`src/core/irq_ctrl_pkg.sv`:
```
package irq_ctrl_pkg;

    // ------------------------------------------------------------
    // sizes
    // ------------------------------------------------------------
    localparam int NUM_SRC = 11;
    localparam int SRC_W = 4;
    localparam int NUM_LEVEL = 4;
    localparam int LEVEL_W = 2;
    localparam int REG_W = 8;
    localparam int BANK0_W = 7;
    localparam int BANK1_W = 4;
    localparam int VEC_W = 16;
    localparam int ADDR_W = 12;
    localparam int DATA_W = 32;
    localparam int STRB_W = 4;
    localparam int SYNC_W = 2;

    // ------------------------------------------------------------
    // register indices, byte address is four times the index
    // ------------------------------------------------------------
    localparam logic [7:0] IDX_ENABLE0 = 8'ha8;
    localparam logic [7:0] IDX_PRIO_LOW0 = 8'hb8;
    localparam logic [7:0] IDX_PRIO_HIGH0 = 8'hb7;
    localparam logic [7:0] IDX_ENABLE1 = 8'ha9;
    localparam logic [7:0] IDX_PRIO_LOW1 = 8'hb9;
    localparam logic [7:0] IDX_PRIO_HIGH1 = 8'hb6;
    localparam logic [7:0] IDX_STATUS = 8'hc0;
    localparam logic [REG_W-1:0] REG_RESET = 8'h00;
    localparam int GLOBAL_EN_BIT = 7;

    // status word fields
    localparam int ST_INSERV_LSB = 0;
    localparam int ST_SRC_LSB = 4;
    localparam int ST_REQ_BIT = 8;
    localparam int ST_LEVEL_LSB = 9;
    localparam int ST_PEND_LSB = 16;

    // ------------------------------------------------------------
    // sources, index order is also the polling order
    // ------------------------------------------------------------
    localparam logic [SRC_W-1:0] SRC_EXT0 = 4'h0;
    localparam logic [SRC_W-1:0] SRC_TIMER0 = 4'h1;
    localparam logic [SRC_W-1:0] SRC_EXT1 = 4'h2;
    localparam logic [SRC_W-1:0] SRC_TIMER1 = 4'h3;
    localparam logic [SRC_W-1:0] SRC_SERIAL = 4'h4;
    localparam logic [SRC_W-1:0] SRC_TIMER2 = 4'h5;
    localparam logic [SRC_W-1:0] SRC_COUNTER = 4'h6;
    localparam logic [SRC_W-1:0] SRC_KEYPAD = 4'h7;
    localparam logic [SRC_W-1:0] SRC_SPI = 4'h8;
    localparam logic [SRC_W-1:0] SRC_USB = 4'h9;
    localparam logic [SRC_W-1:0] SRC_AUX = 4'ha;

    // vector addresses
    localparam logic [VEC_W-1:0] VEC_EXT0 = 16'h0003;
    localparam logic [VEC_W-1:0] VEC_TIMER0 = 16'h000b;
    localparam logic [VEC_W-1:0] VEC_EXT1 = 16'h0013;
    localparam logic [VEC_W-1:0] VEC_TIMER1 = 16'h001b;
    localparam logic [VEC_W-1:0] VEC_SERIAL = 16'h0023;
    localparam logic [VEC_W-1:0] VEC_TIMER2 = 16'h002b;
    localparam logic [VEC_W-1:0] VEC_COUNTER = 16'h0033;
    localparam logic [VEC_W-1:0] VEC_KEYPAD = 16'h003b;
    localparam logic [VEC_W-1:0] VEC_AUX = 16'h0043;
    localparam logic [VEC_W-1:0] VEC_SPI = 16'h004b;
    localparam logic [VEC_W-1:0] VEC_USB = 16'h006b;

    // bus answers
    localparam logic [1:0] RESP_OKAY = 2'b00;
    localparam logic [1:0] RESP_SLVERR = 2'b10;

endpackage

```
`src/core/irq_arbiter.sv`:
```
`timescale 1ns/1ps
`default_nettype none

module irq_arbiter (
    // requests already masked by the enables
    input wire logic [irq_ctrl_pkg::NUM_SRC-1:0] pending,
    input wire logic [irq_ctrl_pkg::NUM_SRC-1:0] prioLow,
    input wire logic [irq_ctrl_pkg::NUM_SRC-1:0] prioHigh,
    // winner
    output logic winValid,
    output logic [irq_ctrl_pkg::SRC_W-1:0] winSrc,
    output logic [irq_ctrl_pkg::LEVEL_W-1:0] winLevel
);

    // ------------------------------------------------------------
    // per-source level
    // ------------------------------------------------------------
    logic [irq_ctrl_pkg::LEVEL_W-1:0] srcLevel [irq_ctrl_pkg::NUM_SRC];

    genvar g;
    generate
        for (g = 0; g < irq_ctrl_pkg::NUM_SRC; g++) begin : gLevel
            // high bit is the most significant one [RULE5]
            assign srcLevel[g] = {prioHigh[g], prioLow[g]}; // [RULE4]
        end
    endgenerate

    // ------------------------------------------------------------
    // pick highest level, lowest index within a level
    // ------------------------------------------------------------
    // walking downward with >= lets the lower index win a tie
    always_comb begin
        winValid = 1'b0;
        winSrc = '0;
        winLevel = '0;
        for (int i = irq_ctrl_pkg::NUM_SRC - 1; i >= 0; i--) begin
            if (pending[i] && (!winValid || srcLevel[i] >= winLevel)) begin // [RULE9] [RULE10]
                winValid = 1'b1;
                winSrc = irq_ctrl_pkg::SRC_W'(i);
                winLevel = srcLevel[i];
            end
        end
    end

endmodule

`default_nettype wire

```
`src/core/irq_controller.sv`:
```
// How it works
// [RULE1] eleven request sources: two pins, three timers, serial, spi, keypad, usb, counter, aux.
// [RULE2] each source has its own enable; a disabled source is never forwarded.
// [RULE3] a cleared global enable blocks every source at once.
// [RULE4] each source gets one low and one high priority bit, four levels.
// [RULE5] level is high bit then low bit: 00 lowest up to 11 highest.
// [RULE6] counter vector 0033h, spi vector 004bh, keypad vector 003bh.
// [RULE7] a running service is preempted only by a strictly higher level.
// [RULE8] service at the top level is never preempted.
// [RULE9] of simultaneous requests the higher level is granted.
// [RULE10] equal levels are resolved by a fixed polling order, lowest index first.
// [RULE11] global enable is bit 7 of the enable register at a8h.
// [RULE12] low priority bits at b8h, high priority bits at b7h, bit per source.
// [RULE13] a return restores the previous in-service level and re-arbitrates.
// [RULE14] the core pulses accept on taking a grant and return on exit.
`timescale 1ns/1ps
`default_nettype none

module irq_controller (
    // clock and reset
    input wire logic core_clk,
    input wire logic arst_n,
    // request sources
    input wire logic [irq_ctrl_pkg::SYNC_W-1:0] extRequestPin,
    input wire logic [irq_ctrl_pkg::NUM_SRC-irq_ctrl_pkg::SYNC_W-1:0] periphReq,
    // processor core side
    output logic irqReq,
    output logic [irq_ctrl_pkg::VEC_W-1:0] irqVector,
    output logic [irq_ctrl_pkg::LEVEL_W-1:0] irqLevel,
    input wire logic irqAck,
    input wire logic irqReturn,
    output logic idleWake,
    // axi4-lite write
    input wire logic [irq_ctrl_pkg::ADDR_W-1:0] awaddr,
    input wire logic awvalid,
    output logic awready,
    input wire logic [irq_ctrl_pkg::DATA_W-1:0] wdata,
    input wire logic [irq_ctrl_pkg::STRB_W-1:0] wstrb,
    input wire logic wvalid,
    output logic wready,
    output logic [1:0] bresp,
    output logic bvalid,
    input wire logic bready,
    // axi4-lite read
    input wire logic [irq_ctrl_pkg::ADDR_W-1:0] araddr,
    input wire logic arvalid,
    output logic arready,
    output logic [irq_ctrl_pkg::DATA_W-1:0] rdata,
    output logic [1:0] rresp,
    output logic rvalid,
    input wire logic rready
);

    localparam int NS = irq_ctrl_pkg::NUM_SRC;
    localparam int B0 = irq_ctrl_pkg::BANK0_W;
    localparam int B1 = irq_ctrl_pkg::BANK1_W;
    localparam int SW = irq_ctrl_pkg::SYNC_W;

    // ------------------------------------------------------------
    // address decode helper
    // ------------------------------------------------------------
    function automatic logic [8:0] decode(input logic [irq_ctrl_pkg::ADDR_W-1:0] a);
        logic ok;
        ok = (a[1:0] == 2'h0) && (a[irq_ctrl_pkg::ADDR_W-1:10] == 2'h0);
        return {ok, a[9:2]};
    endfunction

    // ------------------------------------------------------------
    // pin synchronisers
    // ------------------------------------------------------------
    logic [SW-1:0] sync1_q, sync1_d, sync2_q, sync2_d, sync3_q, sync3_d;
    logic [SW-1:0] extLevel_q, extLevel_d;

    // a change counts only once the second and third stage agree
    always_comb begin
        sync1_d = extRequestPin;
        sync2_d = sync1_q;
        sync3_d = sync2_q;
        extLevel_d = ((sync2_q ~^ sync3_q) & sync3_q) | ((sync2_q ^ sync3_q) & extLevel_q);
    end

    always_ff @(posedge core_clk or negedge arst_n) begin
        if (!arst_n) begin
            sync1_q <= '0;
            sync2_q <= '0;
            sync3_q <= '0;
            extLevel_q <= '0;
        end else begin
            sync1_q <= sync1_d;
            sync2_q <= sync2_d;
            sync3_q <= sync3_d;
            extLevel_q <= extLevel_d;
        end
    end

    // ------------------------------------------------------------
    // configuration registers and axi write channel
    // ------------------------------------------------------------
    logic [NS-1:0] srcEnable_q, srcEnable_d, prioLow_q, prioLow_d, prioHigh_q, prioHigh_d;
    logic globalEn_q, globalEn_d;
    logic awHeld_q, awHeld_d, wHeld_q, wHeld_d, bvalid_q, bvalid_d;
    logic [irq_ctrl_pkg::ADDR_W-1:0] awAddr_q, awAddr_d, wrAddr;
    logic [irq_ctrl_pkg::REG_W-1:0] wData_q, wData_d, wrData;
    logic wStrb_q, wStrb_d, wrStrb, awHave, wHave, doWrite;
    logic [1:0] bresp_q, bresp_d;
    logic [8:0] wrDec;

    assign awready = !awHeld_q && !bvalid_q;
    assign wready = !wHeld_q && !bvalid_q;
    assign awHave = awHeld_q || (awvalid && awready);
    assign wHave = wHeld_q || (wvalid && wready);
    // both halves present, in either order
    assign doWrite = awHave && wHave && !bvalid_q;
    assign wrAddr = awHeld_q ? awAddr_q : awaddr;
    assign wrData = wHeld_q ? wData_q : wdata[irq_ctrl_pkg::REG_W-1:0];
    assign wrStrb = wHeld_q ? wStrb_q : wstrb[0];
    assign wrDec = decode(wrAddr);

    // only the low byte lane holds register bits
    always_comb begin
        srcEnable_d = srcEnable_q;
        globalEn_d = globalEn_q;
        prioLow_d = prioLow_q;
        prioHigh_d = prioHigh_q;
        awHeld_d = awHeld_q;
        wHeld_d = wHeld_q;
        awAddr_d = awAddr_q;
        wData_d = wData_q;
        wStrb_d = wStrb_q;
        bvalid_d = bvalid_q && !bready;
        bresp_d = bresp_q;
        if (awvalid && awready) begin
            awHeld_d = 1'b1;
            awAddr_d = awaddr;
        end
        if (wvalid && wready) begin
            wHeld_d = 1'b1;
            wData_d = wdata[irq_ctrl_pkg::REG_W-1:0];
            wStrb_d = wstrb[0];
        end
        if (doWrite) begin
            awHeld_d = 1'b0;
            wHeld_d = 1'b0;
            bvalid_d = 1'b1;
            bresp_d = irq_ctrl_pkg::RESP_OKAY;
            if (!wrDec[8]) begin
                bresp_d = irq_ctrl_pkg::RESP_SLVERR;
            end else begin
                case (wrDec[7:0])
                    irq_ctrl_pkg::IDX_ENABLE0: begin
                        if (wrStrb) begin
                            globalEn_d = wrData[irq_ctrl_pkg::GLOBAL_EN_BIT]; // [RULE11] [RULE3]
                            srcEnable_d[B0-1:0] = wrData[B0-1:0]; // [RULE2]
                        end
                    end
                    irq_ctrl_pkg::IDX_ENABLE1: begin
                        if (wrStrb) begin
                            srcEnable_d[NS-1:B0] = wrData[B1-1:0]; // [RULE2]
                        end
                    end
                    irq_ctrl_pkg::IDX_PRIO_LOW0: begin
                        if (wrStrb) begin
                            prioLow_d[B0-1:0] = wrData[B0-1:0]; // [RULE12]
                        end
                    end
                    irq_ctrl_pkg::IDX_PRIO_HIGH0: begin
                        if (wrStrb) begin
                            prioHigh_d[B0-1:0] = wrData[B0-1:0]; // [RULE12]
                        end
                    end
                    irq_ctrl_pkg::IDX_PRIO_LOW1: begin
                        if (wrStrb) begin
                            prioLow_d[NS-1:B0] = wrData[B1-1:0];
                        end
                    end
                    irq_ctrl_pkg::IDX_PRIO_HIGH1: begin
                        if (wrStrb) begin
                            prioHigh_d[NS-1:B0] = wrData[B1-1:0];
                        end
                    end
                    irq_ctrl_pkg::IDX_STATUS: begin
                        bresp_d = irq_ctrl_pkg::RESP_OKAY; // read-only, write ignored
                    end
                    default: begin
                        bresp_d = irq_ctrl_pkg::RESP_SLVERR;
                    end
                endcase
            end
        end
    end

    always_ff @(posedge core_clk or negedge arst_n) begin
        if (!arst_n) begin
            srcEnable_q <= '0;
            globalEn_q <= 1'b0;
            prioLow_q <= '0;
            prioHigh_q <= '0;
            awHeld_q <= 1'b0;
            wHeld_q <= 1'b0;
            awAddr_q <= '0;
            wData_q <= irq_ctrl_pkg::REG_RESET;
            wStrb_q <= 1'b0;
            bvalid_q <= 1'b0;
            bresp_q <= irq_ctrl_pkg::RESP_OKAY;
        end else begin
            srcEnable_q <= srcEnable_d;
            globalEn_q <= globalEn_d;
            prioLow_q <= prioLow_d;
            prioHigh_q <= prioHigh_d;
            awHeld_q <= awHeld_d;
            wHeld_q <= wHeld_d;
            awAddr_q <= awAddr_d;
            wData_q <= wData_d;
            wStrb_q <= wStrb_d;
            bvalid_q <= bvalid_d;
            bresp_q <= bresp_d;
        end
    end

    assign bvalid = bvalid_q;
    assign bresp = bresp_q;

    // ------------------------------------------------------------
    // arbitration and nesting
    // ------------------------------------------------------------
    logic [NS-1:0] rawReq, pending;
    logic winValid, eligible;
    logic [irq_ctrl_pkg::SRC_W-1:0] winSrc, grantSrc_q, grantSrc_d;
    logic [irq_ctrl_pkg::LEVEL_W-1:0] winLevel, topLevel, grantLevel_q, grantLevel_d;
    logic [irq_ctrl_pkg::NUM_LEVEL-1:0] inService_q, inService_d, topMask;
    logic irqReq_q, irqReq_d;
    logic [irq_ctrl_pkg::VEC_W-1:0] irqVector_q, irqVector_d;

    assign rawReq = {periphReq[NS-SW-1:1], extLevel_q[1], periphReq[0], extLevel_q[0]}; // [RULE1]
    // global gate sits after the per-source gate
    assign pending = rawReq & srcEnable_q & {NS{globalEn_q}}; // [RULE2] [RULE3]

    irq_arbiter i_irq_arbiter (
        .pending(pending),
        .prioLow(prioLow_q),
        .prioHigh(prioHigh_q),
        .winValid(winValid),
        .winSrc(winSrc),
        .winLevel(winLevel)
    );

    // highest level now in service
    always_comb begin
        topLevel = '0;
        topMask = '0;
        for (int l = 0; l < irq_ctrl_pkg::NUM_LEVEL; l++) begin
            if (inService_q[l]) begin
                topLevel = irq_ctrl_pkg::LEVEL_W'(l);
                topMask = '0;
                topMask[l] = 1'b1;
            end
        end
    end

    // nothing exceeds the top level, so it is never preempted
    assign eligible = winValid && (inService_q == '0 || winLevel > topLevel); // [RULE7] [RULE8]

    // grant is re-evaluated every cycle until the core accepts it
    always_comb begin
        irqReq_d = eligible && !(irqAck && irqReq_q); // [RULE14] quiet while the taken level lands
        grantSrc_d = winSrc;
        grantLevel_d = winLevel;
        case (winSrc)
            irq_ctrl_pkg::SRC_EXT0: irqVector_d = irq_ctrl_pkg::VEC_EXT0;
            irq_ctrl_pkg::SRC_TIMER0: irqVector_d = irq_ctrl_pkg::VEC_TIMER0;
            irq_ctrl_pkg::SRC_EXT1: irqVector_d = irq_ctrl_pkg::VEC_EXT1;
            irq_ctrl_pkg::SRC_TIMER1: irqVector_d = irq_ctrl_pkg::VEC_TIMER1;
            irq_ctrl_pkg::SRC_SERIAL: irqVector_d = irq_ctrl_pkg::VEC_SERIAL;
            irq_ctrl_pkg::SRC_TIMER2: irqVector_d = irq_ctrl_pkg::VEC_TIMER2;
            irq_ctrl_pkg::SRC_COUNTER: irqVector_d = irq_ctrl_pkg::VEC_COUNTER; // [RULE6]
            irq_ctrl_pkg::SRC_KEYPAD: irqVector_d = irq_ctrl_pkg::VEC_KEYPAD; // [RULE6]
            irq_ctrl_pkg::SRC_SPI: irqVector_d = irq_ctrl_pkg::VEC_SPI; // [RULE6]
            irq_ctrl_pkg::SRC_USB: irqVector_d = irq_ctrl_pkg::VEC_USB;
            irq_ctrl_pkg::SRC_AUX: irqVector_d = irq_ctrl_pkg::VEC_AUX;
            default: irqVector_d = irq_ctrl_pkg::VEC_EXT0;
        endcase
        inService_d = inService_q;
        // return pops the newest level before an accept in the same cycle
        if (irqReturn) begin
            inService_d = inService_q & ~topMask; // [RULE13] [RULE14]
        end
        if (irqAck && irqReq_q) begin
            inService_d[grantLevel_q] = 1'b1; // [RULE14]
        end
    end

    always_ff @(posedge core_clk or negedge arst_n) begin
        if (!arst_n) begin
            irqReq_q <= 1'b0;
            grantSrc_q <= '0;
            grantLevel_q <= '0;
            irqVector_q <= '0;
            inService_q <= '0;
        end else begin
            irqReq_q <= irqReq_d;
            grantSrc_q <= grantSrc_d;
            grantLevel_q <= grantLevel_d;
            irqVector_q <= irqVector_d;
            inService_q <= inService_d;
        end
    end

    assign irqReq = irqReq_q;
    assign irqVector = irqVector_q;
    assign irqLevel = grantLevel_q;
    // idle exits on any grant the core could take
    assign idleWake = irqReq_q;

    // ------------------------------------------------------------
    // axi read channel
    // ------------------------------------------------------------
    logic rvalid_q, rvalid_d;
    logic [irq_ctrl_pkg::DATA_W-1:0] rdata_q, rdata_d, status;
    logic [1:0] rresp_q, rresp_d;
    logic [8:0] rdDec;

    assign arready = !rvalid_q;
    assign rdDec = decode(araddr);

    always_comb begin
        status = '0;
        status[irq_ctrl_pkg::ST_INSERV_LSB +: irq_ctrl_pkg::NUM_LEVEL] = inService_q;
        status[irq_ctrl_pkg::ST_SRC_LSB +: irq_ctrl_pkg::SRC_W] = grantSrc_q;
        status[irq_ctrl_pkg::ST_REQ_BIT] = irqReq_q;
        status[irq_ctrl_pkg::ST_LEVEL_LSB +: irq_ctrl_pkg::LEVEL_W] = grantLevel_q;
        status[irq_ctrl_pkg::ST_PEND_LSB +: NS] = rawReq;
        rvalid_d = rvalid_q && !rready;
        rdata_d = rdata_q;
        rresp_d = rresp_q;
        if (arvalid && arready) begin
            rvalid_d = 1'b1;
            rdata_d = '0;
            rresp_d = irq_ctrl_pkg::RESP_OKAY;
            if (!rdDec[8]) begin
                rresp_d = irq_ctrl_pkg::RESP_SLVERR;
            end else begin
                case (rdDec[7:0])
                    irq_ctrl_pkg::IDX_ENABLE0: rdata_d[B0:0] = {globalEn_q, srcEnable_q[B0-1:0]};
                    irq_ctrl_pkg::IDX_ENABLE1: rdata_d[B1-1:0] = srcEnable_q[NS-1:B0];
                    irq_ctrl_pkg::IDX_PRIO_LOW0: rdata_d[B0-1:0] = prioLow_q[B0-1:0];
                    irq_ctrl_pkg::IDX_PRIO_HIGH0: rdata_d[B0-1:0] = prioHigh_q[B0-1:0];
                    irq_ctrl_pkg::IDX_PRIO_LOW1: rdata_d[B1-1:0] = prioLow_q[NS-1:B0];
                    irq_ctrl_pkg::IDX_PRIO_HIGH1: rdata_d[B1-1:0] = prioHigh_q[NS-1:B0];
                    irq_ctrl_pkg::IDX_STATUS: rdata_d = status;
                    default: rresp_d = irq_ctrl_pkg::RESP_SLVERR;
                endcase
            end
        end
    end

    always_ff @(posedge core_clk or negedge arst_n) begin
        if (!arst_n) begin
            rvalid_q <= 1'b0;
            rdata_q <= '0;
            rresp_q <= irq_ctrl_pkg::RESP_OKAY;
        end else begin
            rvalid_q <= rvalid_d;
            rdata_q <= rdata_d;
            rresp_q <= rresp_d;
        end
    end

    assign rvalid = rvalid_q;
    assign rdata = rdata_q;
    assign rresp = rresp_q;

    // ------------------------------------------------------------
    // checks
    // ------------------------------------------------------------
    logic betterLevel, betterPoll;

    // independent scan for a source that should have beaten the winner
    always_comb begin
        betterLevel = 1'b0;
        betterPoll = 1'b0;
        for (int i = 0; i < NS; i++) begin
            if (pending[i] && {prioHigh_q[i], prioLow_q[i]} > winLevel) begin
                betterLevel = 1'b1;
            end
            if (pending[i] && {prioHigh_q[i], prioLow_q[i]} == winLevel
                    && irq_ctrl_pkg::SRC_W'(i) < winSrc) begin
                betterPoll = 1'b1;
            end
        end
    end
endmodule

`default_nettype wire

```
`config.mk`:
```
export PLATFORM = sky130hd
export DESIGN_NAME = irq_controller
export DESIGN_NICKNAME = d
export VERILOG_FILES = /design/src/core/irq_ctrl_pkg.sv /design/src/core/irq_arbiter.sv /design/src/core/irq_controller.sv
export SDC_FILE = /design/constraint.sdc
export NUM_CORES = 1
export LEC_CHECK = 0
export BUFFER_PORTS_ARGS = -buffer_cell sky130_fd_sc_hd__buf_2
export CAP_MARGIN = 10
export CELL_PAD_IN_SITES_DETAIL_PLACEMENT = 0
export CELL_PAD_IN_SITES_GLOBAL_PLACEMENT = 1
export CORE_MARGIN = 1
export CORE_UTILIZATION = 44
export CTS_CLUSTER_DIAMETER = 150
export DETAILED_ROUTE_END_ITERATION = 16
export MAX_ROUTING_LAYER = met4
export PLACE_DENSITY = 0.92
export SYNTH_ARGS = -nofsm -noshare
export SYNTH_HDL_FRONTEND = slang
export SYNTH_SLANG_ARGS = --single-unit
export TNS_END_PERCENT = 50
```
`constraint.sdc`:
```
create_clock -name core_clk -period 39.7 [get_ports core_clk]
set_input_delay 1.985 -clock core_clk [delete_from_list [all_inputs] [get_ports core_clk]]
set_output_delay 1.985 -clock core_clk [all_outputs]
set_load 0.005 [all_outputs]
```
== After elaboration in Yosys (flattened, before gate mapping) ==
Memory sizes are Yosys's and may differ from the RTL's. A register that Yosys moved wholly into a read port is not among the register bits.
Cells that the tools add are included.

* Bits of input ports: 80
* Memories: 1
* Output and inout port bits: 61
* RAM bits: 0
* Word-level logic and storage cells: 197
* Bits in read-only memories: 64
* Bits in latches: 0
* Bits in registers: 130

* $lt $le $gt $ge: 13
* Multiplexer cells: 62
* Div/mod/pow operators: 0
* Add/sub/neg operators: 0
* Equality and inequality tests: 14
* $mul: 0
* Bitwise operators: 10
* Reduce and logical (&&, ||, !) cells: 71
* Shift operators: 0

{| class="wikitable"
|+ Memories
! memory !! depth !! bits a word !! read ports !! clocked after memory_dff !! wr ports !! line !! text
|-
| (no name shown) || 16 || 4 || 1 || 1 || 0 || irq_controller.sv:268 || <nowiki>case (winSrc)</nowiki>
|}

{| class="wikitable"
|+ Operators with widths
! kind !! count
|-
| == test 8 bit (second input constant) || 14
|-
| two-way mux 4 bit || 14
|-
| two-way mux 2 bit || 18
|-
| case mux 4 bit (7 select lines) || 1
|-
| two-way mux 27 bit || 1
|-
| logical AND 1 bit || 25
|-
| AND reduction 4 bit || 6
|-
| bitwise AND 11 bit || 2
|-
| two-way mux 1 bit || 21
|-
| >= comparator 2 bit || 10
|-
| two-way mux 19 bit || 1
|-
| zero test 1 bit || 18
|-
| OR reduction 7 bit || 2
|-
| logical OR 1 bit || 13
|-
| two-way mux 12 bit || 1
|-
| case mux 3 bit (4 select lines) || 1
|-
| zero test 2 bit || 4
|-
| two-way mux 8 bit || 1
|-
| bitwise AND 2 bit || 2
|-
| bitwise AND 4 bit || 1
|-
| zero test 4 bit || 1
|-
| inverter 4 bit || 1
|-
| bitwise OR 4 bit || 1
|-
| nonzero test 2 bit || 2
|-
| other kinds (9) || 9
|}

== Depth between registers and ports, before layout ==
* Word-level depth: 47
* Mapped depth: 73
* Depth with buffers taken out: 70

== Cells and area by module ==
From an unflattened synthesis, not the netlist that was laid out.

* Cells, all modules: 554
* Area, all modules: 6092.1 sq um

{| class="wikitable"
|+ By module, submodules not included
! module !! instances !! cells each !! area each (sq um)
|-
| irq_controller || 1 || 412 || 5089.9
|-
| irq_arbiter || 1 || 142 || 1002.2
|}

== Least setup slack after synthesis ==
Ideal clock, no wire load.

* Path kind: input to register
* Start point: input port periphReq[8] in the netlist's numbering
* End point: register irqReq_q, in the netlist idleWake
* Arrival time: 13679 ps
* Buffers on the path: 1
* Library setup time: 133 ps
* Data required time: 39567 ps
* Path slack: 25888 ps
* Stages on the path: 66
* Path through: nand3_1 > nor2_1 > ha_1 > nand2b_1 > a211oi_1 > o22a_1 > nor2b_1 > ha_1 > nand2b_1 > a221oi_1 > or2_2 > a21oi_1 > ha_1 > nand2b_1 > a211o_1 > and2_1 > clkbuf_1 > a211oi_1 > [30 not listed] > inv_1 > ha_1 > nand2b_1 > a221o_1 > nand4_1 > mux2_2 > ha_1 > a221o_1 > nand4_1 > nand2b_1 > o22ai_1 > a21o_1 > ha_1 > inv_1 > a21oi_1 > a21oi_1 > o21ai_0 > a21oi_1

* Cells in the longest elaborated chain, start to end: 47
* Elaborated cells on any way between the ends: 68

{| class="wikitable"
|+ Ends and longest elaborated chain
! what !! line !! text
|-
| start: declaration || irq_controller.sv:25 || <nowiki>input wire logic [irq_ctrl_pkg::NUM_SRC-irq_ctrl_pkg::SYNC_W-1:0] periphReq,</nowiki>
|-
| bitwise AND 11 bit * (2 in a row) || irq_controller.sv:236 || <nowiki>assign pending = rawReq & srcEnable_q & {NS{globalEn_q}};</nowiki>
|-
| two-way mux 2 bit / two-way mux 1 bit (equally long branches) || irq_arbiter.sv:37 || <nowiki>if (pending[i] && (!winValid || srcLevel[i] >= winLevel)) begin</nowiki>
|-
| >= comparator 2 bit / zero test 1 bit (equally long branches) || irq_arbiter.sv:37 ||
|-
| logical OR 1 bit || irq_arbiter.sv:37 ||
|-
| logical AND 1 bit || irq_arbiter.sv:37 ||
|-
| two-way mux 2 bit / two-way mux 1 bit (equally long branches) || irq_arbiter.sv:37 ||
|-
| >= comparator 2 bit / zero test 1 bit (equally long branches) || irq_arbiter.sv:37 ||
|-
| logical OR 1 bit || irq_arbiter.sv:37 ||
|-
| [31 not listed] || -- ||
|-
| logical OR 1 bit || irq_arbiter.sv:37 ||
|-
| logical AND 1 bit || irq_arbiter.sv:37 ||
|-
| two-way mux 2 bit || irq_arbiter.sv:37 ||
|-
| greater-than comparator 2 bit || irq_controller.sv:261 || <nowiki>assign eligible = winValid && (inService_q == '0 || winLevel > topLevel);</nowiki>
|-
| logical OR 1 bit || irq_controller.sv:261 ||
|-
| logical AND 1 bit * || irq_controller.sv:261 ||
|-
| logical AND 1 bit * || irq_controller.sv:265 || <nowiki>irqReq_d = eligible && !(irqAck && irqReq_q);</nowiki>
|-
| net irqReq_d || irq_controller.sv:231 || <nowiki>logic irqReq_q, irqReq_d;</nowiki>
|-
| end signal: assignment || irq_controller.sv:300 || <nowiki>irqReq_q <= irqReq_d;</nowiki>
|-
| end: declaration || irq_controller.sv:231 ||
|}

Mark *: on every way through the listed nets, which the timed path passes. The rest lies on a longest branch.
A chain may end at the register's enable or synchronous reset.

== Worst setup path after layout ==
Same ends and word-level chain as after synthesis.

==> metrics.md <==
| Metric | Value |
|---|---|
| Placed inst area | `6290 um2` |
| Filler cell count | `1164` |
| Synth Area per Inst | `10.3 um2` |
| Reg clk slew, reported paths | `0.07 ns` |
| DRC viols | `0` |
| Comb pwr share | `between 10% and 20%` |
| Worst-case hold path end point | `sync2_q[0]` |
| P_int | `0.000196 W` |
| Mapped Area | `5770 um2` |
| Count of hold-fix buffers inserted at cts | `0` |
| Layout cell share with drive strength beyond 1 | `26.4%` |
| Site Rows | `41` |
| Ant diodes | `0` |
| Clock sink count | `107` |
| Cells after DPL | `804` |
| Post-synthesis sequential area ratio | `46.4%` |
| CP endpoint kind | `flop` |
| Antenna Violating Nets Remaining | `0` |
| Min cycle time layout | `between 15 and 20 ns` |
| Critical Path Max Stage Delay | `0.43 ns` |
| Clk_lat worst skew | `0.35 ns` |
| Flop pwr share | `49.7%` |
| Worst IR Drop VDD | `about 33 uV` |
| Vias in the first global route | `4373` |
| Switching part of the total | `roughly 28%` |
| Pin count of the biggest net entering global routing | `72` |
| Post-Layout Cell Count | `819` |
| Most frequent CP cell | `ha_1` |
| Max Transition Viols Final | `0` |
| Startpoint Class | `input port` |
| Min-Delay Startpoint | `sync1_q[0]` |
| Unique masters post-synth | `58` |
| Crit Path Category | `in -> reg` |
| Top cells by count, synth | `dfrtp_1 (107), nand2_1 (55), mux2_2 (52)` |
| FF-to-FF Start | `globalEn_q` |
| Initial antenna violation count | `0` |
| Routed length per placed instance | `~16 um` |
| Synth area leaders | `dfrtp_1 (46%), mux2_2 (10%), ha_1 (4.8%)` |
| CP max-delay cell | `a221oi_1` |
| GPL Wtd Cong | `slightly above 0.9` |
| RR Endpoint | `idleWake` |
| Die Area | `13600 um2` |
| Fin area | `~6600 um2` |
| Hold Path Class | `reg -> reg` |
| Synth Instances | `558` |
| Die Span X | `116 um` |
| Yosys top cell area share | `between 40% and 50%` |
| Max Clock Freq | `~66 MHz` |
| Sw power | `approximately 0.000075 W` |
| PostCTS Resize Cnt | `0` |
| CTS tree | `done` |
| Area Growth Syn to Fin | `14.2%` |
| Power Density | `roughly 41 nW/um2` |
| Worst EP required | `between 30 and 40 ns` |
| Via count of the routed design | `4601` |
| Routing usage on met2 | `34.0%` |
| I/O pin count | `141` |
| Cell with the most instances after synthesis | `dfrtp_1` |
| Number of max-cap violations | `0` |
| CP Max Fanout | `7` |
| Core footprint | `12700 um2` |
| Root buffer cell | `clkbuf_16` |
| Met1 Usage GRT | `26.9%` |
| Drt first pass iters | `6` |
| Leak pwr | `3.21 nW` |
| Drt initial violations | `317` |
| Final Setup Violations | `0` |
| Tot GR Track Use | `21.5%` |
| Cell depth of the worst flop-to-flop path | `65` |
| Die H | `116 um` |
| CTS Buf Count | `9` |
| Worst Hold Depth | `0` |
| Clk pwr share | `32.3%` |
| Nets | `745` |
| GRT met3 Usage | `5.55%` |
| GR peak layer | `met2` |
| Synth warn | `0` |
| Prevailing post-synth register cell | `dfrtp_1` |
| Post-synth ARST share | `between 90% and 100%` |
| Final TNS setup | `0 ns` |
| Buffer depth of the longest clock path | `2` |
| Cell accounting for the most synthesized area | `dfrtp_1` |
| Slew @ Worst Pin | `1.05 ns` |
| Fin crit share | `between 30% and 40%` |
| WHS | `0.351 ns` |
| Initial Util | `45.3%` |
| Detail Placement HPWL | `roughly 10000 um` |
| Reg2Reg Setup Slack | `25.33 ns` |
| Vias per std cell | `around 5.6` |
| First-pass GRT wire length | `~22000 um` |
| I/O Buffers | `91` |
| Status | `complete, no violations` |
| Slew HR | `29.7%` |
| Setup repair bufs after CTS | `0` |
| H-tree Lvls | `3` |
| Number of synthesized flops with an enable pin | `0` |
| Critical Path AT | `15.43 ns` |
| Fin. Hold Viols | `0` |
| Skew final | `0.00656 ns` |
| Total grt overflow | `0` |
| Final WL | `13100 um` |
| RSZ-0062 raised after global routing | `false` |
| Final core occ | `between 50 and 60%` |
| #FFs+latches synth | `107` |
## final cells by class
type / count / area [um2] / share of cell area, %
clock buffers: 9 / 225 / 3.42
clock inverters: 6 / 66.3 / 1.01
inverters: 26 / 97.6 / 1.48
multi-input cells: 407 / 2840 / 43.1
flip-flops and latches: 107 / 2680 / 40.7
well taps: 172 / 215 / 3.27
repair buffers: 92 / 465 / 7.07
## sequential cells by signal (all words and copies together) (netlist names), 5 cells and up
signal       count
srcEnable_q     11
awAddr_q        12
wData_q          8
prioLow_q       11
irqVector        5
prioHigh_q      11
rdata           22
## worst max-delay path, delay by kind of cell
family          cells  cell delay, ns
compound gates     32            6.99
fa+ha+maj          11            2.88
simple gates       18            2.80
mux                 1            0.39
buf+inv             4            0.37
## cells by family after synthesis
group                      share of synthesized area [%]
muxes                                               11.5
other                                              0.130
adders and majority gates                           4.77
AOI/OAI and AO/OA                                   16.6
buffers and inverters                               5.81
DFF                                                 46.4
and+or+nand+nor                                     14.8
## layout by cell type (no fill, tap or decap), types with 5 or more instances in the layout
cell,Yosys,layout
o21ai_0,30,30
ha_1,22,22
buf_2,1,90
nor2_1,35,35
nand4_1,7,7
o31ai_1,6,6
nand2_1,55,55
a21o_1,9,9
a22o_1,18,18
mux2i_1,6,6
nand2b_1,15,15
nand3_1,14,14
conb_1,2,23
nor3_1,11,11
a21oi_1,19,19
and3_1,5,5
a222oi_1,12,12
mux2_2,52,52
nor4_1,6,5
clkbuf_16,0,9
a211oi_1,5,5
dfrtp_1,107,107
inv_1,26,26
## layer usage
| metal | routed length, um | up-vias | share of wire [%] |
|---|---|---|---|
| li1 | - | 2179 | - |
| met1 | 5870 | 2193 | 45 |
| met2 | 5920 | 210 | 45 |
| met3 | 1030 | 19 | 7.9 |
| met4 | 310 | 0 | 2.4 |
| met5 | 0 | - | 0 |
## metrics by stage
step | total power, W | setup slack, ns
after floorplan | 0.000170 | 25.89
after global placement | 0.000183 | 24.43
after detailed placement | 0.000186 | 24.22
after CTS | 0.000274 | 24.56
after global routing | 0.000287 | 23.15
final | 0.000271 | 24.48
## power by group through the flow
stage                      clock, W  combinational, W  sequential (W)
after global placement            0         0.0000474        0.000135
after floorplan                   0         0.0000400        0.000130
final                     0.0000876         0.0000487        0.000135
after detailed placement          0         0.0000493        0.000137
after global routing      0.0000948         0.0000547        0.000137
after CTS                 0.0000898         0.0000496        0.000135
## worst max path at each step
stage | start | end | slack (ns)
floorplan | periphReq[8] | idleWake | 25.89
global placement | periphReq[8] | idleWake | 24.43
detailed placement | periphReq[8] | idleWake | 24.22
CTS | periphReq[8] | idleWake | 24.56
global route | periphReq[8] | idleWake | 23.15
finish | periphReq[8] | idleWake | 24.48
No activity file was read; power rests on OpenSTA's default activity.
